**src/rtl/utd_regs.svh**
```systemverilog
// Register offsets, field positions, reset values and widths of the termination decode
`ifndef UTD_REGS_SVH
`define UTD_REGS_SVH

`define UTD_CTRL_OFFSET       12'h000
`define UTD_STATUS_OFFSET     12'h004

`define UTD_CTRL_SPEED_LSB    0
`define UTD_CTRL_TERM_BIT     2
`define UTD_CTRL_OPERATING_MODE_LSB   3
`define UTD_CTRL_REQ_A_BIT    5
`define UTD_CTRL_REQ_B_BIT    6
`define UTD_CTRL_WIDTH        7

`define UTD_STAT_PULLUP_BIT   0
`define UTD_STAT_DP_PD_BIT    1
`define UTD_STAT_DM_PD_BIT    2
`define UTD_STAT_HSTERM_BIT   3
`define UTD_STAT_WIDTH        4
`define UTD_ENABLES_RESET     4'h6

`define UTD_SPEED_RESET       2'h1
`define UTD_TERM_RESET        1'h0
`define UTD_OPERATING_MODE_RESET      2'h0
`define UTD_REQ_A_RESET       1'h1
`define UTD_REQ_B_RESET       1'h1

`define UTD_SPEED_HIGH        2'h0
`define UTD_OPERATING_MODE_NODRIVE    2'h1

`endif

```
**src/rtl/utd_pkg.sv**
```systemverilog
// Types shared by the termination decode
package utd_pkg;

  typedef struct packed {
    logic       request_b;
    logic       request_a;
    logic [1:0] operating_mode;
    logic       termination_select;
    logic [1:0] speed_select;
  } utd_ctrl_t;

  typedef struct packed {
    logic highspeed_termination_enable;
    logic request_b_enable;
    logic request_a_enable;
    logic dp_pullup_enable;
  } utd_enables_t;

  typedef enum logic [2:0] {
    UTD_APB_IDLE   = 3'h1,
    UTD_APB_SETUP  = 3'h2,
    UTD_APB_ACCESS = 3'h4
  } utd_apb_state_t;

endpackage

```
**src/rtl/utd_termination_decode.sv**
```systemverilog
// APB-reached line resistor decode for a USB 2.0 transceiver
// What this block does
// RULE_01: Resistor enables come only from speed, termination, mode and two pull-down requests.
// RULE_02: Pull-up enable output switches the 1.5 kilohm pull-up on DP.
// RULE_03: DP pull-down enable output switches the 15 kilohm pull-down on DP.
// RULE_04: DM pull-down enable output switches the 15 kilohm pull-down on DM.
// RULE_05: Termination enable switches the 45 ohm terminations on DP and DM together.
// RULE_06: The link programs all controls itself; the block never sequences them.
// RULE_07: Operating mode 01b turns all four resistor enables off.
// RULE_08: Power-up setting enables only the two pull-downs.
// RULE_09: Host chirp, high-speed and test states: pull-downs plus termination, no pull-up.
// RULE_10: Host full-speed, low-speed and suspend: pull-downs only.
// RULE_11: Host resume keeps the pull-downs only pattern.
// RULE_12: Peripheral chirp: pull-up on, no termination, DM pull-down follows request.
// RULE_13: Peripheral high-speed and test: termination only plus requested DM pull-down.
// RULE_14: Peripheral full-speed, suspend, resume: pull-up, no termination.
// RULE_15: Outside mode 01b, pull-down enables follow their request bits directly.
`timescale 1ns/100ps

`include "utd_regs.svh"

module utd_termination_decode #(
  parameter int ADDR_W = 12
) (
  input  wire logic                 pclk,
  input  wire logic                 presetn,
  input  wire logic                 psel,
  input  wire logic                 penable,
  input  wire logic                 pwrite,
  input  wire logic [ADDR_W-1:0]    paddr,
  input  wire logic [31:0]          pwdata,
  input  wire logic [3:0]           pstrb,
  output logic      [31:0]          prdata,
  output logic                      pready,
  output logic                      pslverr,
  output utd_pkg::utd_enables_t     line_enables
);

  // Offsets need at least the one word-select bit above the two byte-lane bits
  if (ADDR_W < 3) begin : g_addr_check
    $error("utd_termination_decode: ADDR_W must be at least 3");
  end

  utd_pkg::utd_ctrl_t     ctrl_q;
  utd_pkg::utd_ctrl_t     ctrl_d;
  utd_pkg::utd_enables_t  enables_q;
  utd_pkg::utd_enables_t  enables_d;
  utd_pkg::utd_apb_state_t state_q;
  utd_pkg::utd_apb_state_t state_d;
  logic [31:0]            rdata_q;
  logic [31:0]            rdata_d;
  logic                   err_q;
  logic                   err_d;

  function automatic logic hit(input logic [ADDR_W-1:0] addr, input logic [11:0] offset);
    logic [ADDR_W-1:0] off_w;
    off_w = ADDR_W'(offset);
    hit = (addr[ADDR_W-1:2] == off_w[ADDR_W-1:2]);
  endfunction

  wire logic setup_phase  = psel && !penable;
  wire logic access_phase = psel && penable;
  wire logic hit_ctrl     = hit(paddr, `UTD_CTRL_OFFSET);
  wire logic hit_status   = hit(paddr, `UTD_STATUS_OFFSET);
  wire logic hit_any      = hit_ctrl || hit_status;
  // Status is read only: a write to it is refused like an unmapped one
  wire logic bad_access   = !hit_any || (pwrite && hit_status);
  wire logic write_ctrl   = access_phase && pwrite && hit_ctrl && (pstrb[0] == 1'b1);

  // Only byte lane 0 carries control bits; other lanes are accepted and dropped
  assign ctrl_d = write_ctrl ? utd_pkg::utd_ctrl_t'(pwdata[`UTD_CTRL_WIDTH-1:0]) : ctrl_q;

  // Decode of the five controls into the resistor enables [RULE_01]
  wire logic mode_nodrive = (ctrl_q.operating_mode == `UTD_OPERATING_MODE_NODRIVE);
  wire logic speed_high   = (ctrl_q.speed_select == `UTD_SPEED_HIGH);
  // Pull-up only for a peripheral with full-speed terminations [RULE_12] [RULE_14]
  wire logic pullup_on    = ctrl_q.termination_select && !ctrl_q.request_a;
  // Termination whenever high-speed is chosen with terminations off [RULE_09] [RULE_13]
  wire logic hsterm_on    = !ctrl_q.termination_select && speed_high;

  // Mode 01b overrides everything else [RULE_07]
  assign enables_d.dp_pullup_enable             = !mode_nodrive && pullup_on;        // [RULE_02]
  assign enables_d.request_a_enable           = !mode_nodrive && ctrl_q.request_a; // [RULE_03] [RULE_15]
  assign enables_d.request_b_enable           = !mode_nodrive && ctrl_q.request_b; // [RULE_04] [RULE_15]
  // One enable drives both line terminations so they never split [RULE_05]
  assign enables_d.highspeed_termination_enable = !mode_nodrive && hsterm_on;
  // Host states with termination select 1b land on pull-downs only [RULE_10] [RULE_11]
  // Reset controls give the pull-downs only pattern [RULE_08]
  // The controls are stored as written, with no sequencing of our own [RULE_06]

  wire logic [31:0] ctrl_word   = {{(32-`UTD_CTRL_WIDTH){1'b0}}, ctrl_q};
  wire logic [31:0] status_word = {{(32-`UTD_STAT_WIDTH){1'b0}}, enables_q};

  // Read data is captured in the setup cycle so it leaves a flip-flop
  assign rdata_d = !setup_phase ? rdata_q :
                   (pwrite || bad_access) ? 32'h0000_0000 :
                   hit_ctrl ? ctrl_word : status_word;
  assign err_d   = setup_phase ? bad_access : err_q;

  always_comb begin
    state_d = state_q;
    case (state_q)
      utd_pkg::UTD_APB_IDLE: begin
        if (setup_phase) begin
          state_d = utd_pkg::UTD_APB_SETUP;
        end
      end
      utd_pkg::UTD_APB_SETUP: begin
        state_d = access_phase ? utd_pkg::UTD_APB_ACCESS : utd_pkg::UTD_APB_IDLE;
      end
      utd_pkg::UTD_APB_ACCESS: begin
        state_d = setup_phase ? utd_pkg::UTD_APB_SETUP : utd_pkg::UTD_APB_IDLE;
      end
      default: begin
        state_d = utd_pkg::UTD_APB_IDLE;
      end
    endcase
  end

  always_ff @(posedge pclk or negedge presetn) begin
    if (!presetn) begin
      ctrl_q.speed_select       <= `UTD_SPEED_RESET;
      ctrl_q.termination_select <= `UTD_TERM_RESET;
      ctrl_q.operating_mode     <= `UTD_OPERATING_MODE_RESET;
      ctrl_q.request_a          <= `UTD_REQ_A_RESET;
      ctrl_q.request_b          <= `UTD_REQ_B_RESET;
    end else begin
      ctrl_q <= ctrl_d;
    end
  end

  // Reset pattern matches the decode of the reset controls: pull-downs only
  always_ff @(posedge pclk or negedge presetn) begin
    if (!presetn) begin
      enables_q <= `UTD_ENABLES_RESET;
    end else begin
      enables_q <= enables_d;
    end
  end

  always_ff @(posedge pclk or negedge presetn) begin
    if (!presetn) begin
      state_q <= utd_pkg::UTD_APB_IDLE;
      rdata_q <= 32'h0000_0000;
      err_q   <= 1'b0;
    end else begin
      state_q <= state_d;
      rdata_q <= rdata_d;
      err_q   <= err_d;
    end
  end

  // Zero wait states: every access completes in its first access cycle
  assign pready       = 1'b1;
  assign pslverr      = access_phase && err_q;
  assign prdata       = rdata_q;
  assign line_enables = enables_q;

endmodule

```
**config.mk**
```make
export PLATFORM = sky130hd
export DESIGN_NAME = utd_termination_decode
export DESIGN_NICKNAME = d
export VERILOG_FILES = /design/src/rtl/utd_pkg.sv /design/src/rtl/utd_termination_decode.sv
export VERILOG_INCLUDE_DIRS = /design/src /design/src/rtl
export SDC_FILE = /design/constraint.sdc
export NUM_CORES = 1
export LEC_CHECK = 0
export CORE_UTILIZATION = 65
export DETAILED_ROUTE_END_ITERATION = 12
export DONT_BUFFER_PORTS = 1
export GPL_TIMING_DRIVEN = 0
export PLACE_DENSITY_LB_ADDON = 0.12
export SYNTH_ARGS = -nofsm -noshare
export SYNTH_HDL_FRONTEND = slang
export SYNTH_SLANG_ARGS = --single-unit
```
**constraint.sdc**
```tcl
create_clock -name pclk -period 1.4 [get_ports pclk]
set_input_delay 0 -clock pclk [delete_from_list [all_inputs] [get_ports pclk]]
set_output_delay 0 -clock pclk [all_outputs]
set_load 0.03 [all_outputs]
```
==> reports/metrics.cfg <==
[clocking]
cts_root_buf = sky130_fd_sc_hd__clkbuf_4
clock_tree_from_tritoncts = done
reg_clk_slew_reported_paths_ps = 100
number_of_buffers_inserted_during_clock_tree_synthesis = 3
htreeDepth = 1
tritoncts_num_sinks = 19
insertion_delay_ps = 290
ctsLongestPathBuffers = 2
post_cts.repair.setup_buffers = 0

[power]
worst_voltage_drop_across_the_vdd_grid_uv = 655.1
cell_internal_pwr_w = 0.0007373
power.net_switching_w = 0.0002885
power.clock.fraction_pct = 26.2
netSwitchingFraction_pct = 28.12
p_leak_nw = 0.6432
comb_power_share_pct = 20.0
pwr_density_cell_nw_per_um2 = 806.2
power.share.sequential_pct = 53.8

[floorplanning]
boundaryPins = 91
dieWidth_um = 41.92
core_area_um2 = 1489
start_util_pct = 69.58
std_cell_rows = 14
dieArea_um2 = 1757
chipHeight_um = 41.92

[timing]
clock-skew-final_ps = 0.9400
worstMarginPinSlew_ps = 790.2
report.final.hold_viol_count = 0
slew_violations = 0
finalSetupViolCount = 0
worst_hold_slack_ps = 43.10
setup_tns_ps = 0
unrepaired_setup_endpoints_after_global_routing = false
max-slew-margin-rel_pct = 47.15
achievable-frequency_mhz = 754.8
min_tclk_post_route_ps = 1325
final.period_utilization_pct = 94.63

[logic_synthesis]
synth_area_per_cell_um2 = 11.77
muxShareOfSynthArea_pct = 7.609
yosys.area_share.adder_pct = 0
synth_compound_area_share_pct = 7.609
synth.distinct_cells = 27
synth_xor_area_share_pct = 0
combinational_family_with_the_most_area_after_synthesis = buffers and inverters
async_set_or_reset_register_ratio_after_synthesis_pct = 100.0
ys.warnings.count = 0
synth-edff-count = 0
post_synth_inst_count = 88
netlist_area_um2 = 1036
synthSimpleGateAreaFrac_pct = 18.36
dominantRegCellSynth = sky130_fd_sc_hd__dfrtp_1
ys_ff_latch = 19
ys_seq_area_share_pct = 46.50

[critical_path]
setup.worst_path.start_class = input pin
path_class = input pin to flip-flop
worst-r2r-setup-slack_ps = 300
r2r_start = prdata[1]$_DFFE_PN0P_
critPathRequiredTime_ps = 1630
critPathLaunch = paddr[11]
r2r.worst_path.cells = 2
destination_of_the_critical_timing_path = prdata[1]$_DFFE_PN0P_
critical_path.reg2reg.endpoint = prdata[1]$_DFFE_PN0P_
crit_end_element = flip-flop
timing.critical_path.fanout_max = 7
timing.critical_path.arrival_ps = 1560

[global_routing]
antenna_found_initial = 0
grt_max_degree = 20
globalRoute.totalOverflow = 0
first_global_vias = 663
grt_usage_pct = 24.51
global_route_wire_length_before_repair_mm = 3.105

[routing]
firstDrtPassIters = 4
detail_route.drc_violations = 0
vias_per_cell = 5.007
routed-via-count = 711
drtAntennaViolNets = 0
finalWirelength_mm = 1.900
wl_per_cell_um = 13.38
initialDrtViolationCount = 9

[placed_design]
gpl.final_weighted_congestion = 0.7615
port-buffer-count = 0
dpl_cell_area_um2 = 1146

[layout]
design_area_um2 = 1272
layout-area-overhead-vs-synth_pct = 22.83
fin_nets = 180
fin_util_pct = 85.46
diodes = 0
drive_above_1_share_pct = 36.51

[run_status]
status = complete, no violations

[worst_hold_path]
hold_path_class = input pin to flip-flop

[run]
max_cap_viol_count = 0

==> area by class of cell <==
class,count,area [um2]
buffer,27,198.9
clock buffer,4,26.28
fill,85,216.5
multi-input combinational,66,445.4
sequential,19,481.7
tap,16,20.02
timing repair buffer,10,100.1
==> routing by layer <==
layer / vias to the layer above / global-route usage (%) / share of wire [%] / routed length, um
met5: - / 0 / 0 / 0
met1: 323 / 29.88 / 38 / 728
li1: 343 / - / - / -
met3: 4 / 10.00 / 10 / 193
met2: 41 / 37.81 / 49 / 940
met4: 0 / 11.61 / 2.0 / 38
==> sequential cells by signal, summed over array words and instances, names as in the netlist <==
register	flops
ctrl_q	7
err_q	1
line_enables	4
prdata	7
==> metrics by stage <==
| step | instances | setup slack, ps | total power [W] |
|---|---|---|---|
| finish | 142 | 75.23 | 0.001026 |
| global route | 142 | 58.98 | 0.001066 |
| CTS | 142 | 109.7 | 0.001028 |
| detailed placement | 128 | -244.5 | 0.0007339 |
| global placement | 128 | -218.5 | 0.0007329 |
| floorplan | 112 | -93.05 | 0.0007307 |
==> power by group through the flow <==
stage / Sequential (W) / Combinational, W / Clock (W)
4_1_cts: 0.000552 / 0.000202 / 0.000274
5_1_grt: 0.000553 / 0.000218 / 0.000295
3_5_place_dp: 0.000563 / 0.000171 / 0
3_3_place_gp: 0.000563 / 0.000170 / 0
2_1_floorplan: 0.000562 / 0.000168 / 0
6_report: 0.000552 / 0.000205 / 0.000269
==> worst max-delay path, cell delays in order <==
cell	delay [ps]
sky130_fd_sc_hd__or4_4	560
sky130_fd_sc_hd__nor4_2	710
sky130_fd_sc_hd__a221o_1	280
==> what timing repair did <==
action / CTS / global route
endpoints found under the hold margin: 27 / 0
hold buffers: 10 / 0
gates resized for setup: 0 / 0
==> worst min path at each step <==
stage                        start                     to  cells past startpoint
after floorplan            presetn  ctrl_q[1]$_DFFE_PN0P_                      0
after global placement     presetn  prdata[1]$_DFFE_PN0P_                      0
after global routing       penable  prdata[5]$_DFFE_PN0P_                      3
final                     paddr[4]      err_q$_DFFE_PN0P_                      3
after detailed placement   presetn  prdata[5]$_DFFE_PN0P_                      0
after CTS                 paddr[4]      err_q$_DFFE_PN0P_                      3
==> Yosys cell counts, types with 2 or more instances <==
library cell	count	area share (%)
sky130_fd_sc_hd__nand2b_1	2	1.2
sky130_fd_sc_hd__and2_0	4	2.4
sky130_fd_sc_hd__a221o_1	4	3.9
sky130_fd_sc_hd__mux2_2	7	7.6
sky130_fd_sc_hd__conb_1	2	0.72
sky130_fd_sc_hd__nor2b_1	2	1.2
sky130_fd_sc_hd__a22o_1	3	2.5
sky130_fd_sc_hd__dfstp_2	5	13
sky130_fd_sc_hd__dfrtp_1	14	34
sky130_fd_sc_hd__and2_1	2	1.2
sky130_fd_sc_hd__buf_4	26	19
sky130_fd_sc_hd__nor4_1	2	1.2
==> cell usage in the layout, fill, tap and decap left out, drive strengths merged, types with 2 or more instances in the layout <==
cell,Yosys,layout
a221o,4,4
a22o,3,3
and2,6,6
buf,26,26
clkbuf,1,5
conb,2,26
dfrtp,14,14
dfstp,5,5
dlygate4sd3,0,10
mux2,7,7
nand2b,2,2
nor2b,2,2
nor4,4,4
or4b,2,2
==> cells by family after synthesis <==
group	Yosys count
buffers and inverters	27
AND/OR/NAND/NOR	24
flip-flops	19
AO/OA/AOI/OAI	9
multiplexers	7
other	2
(Power assumes the default switching activity.)
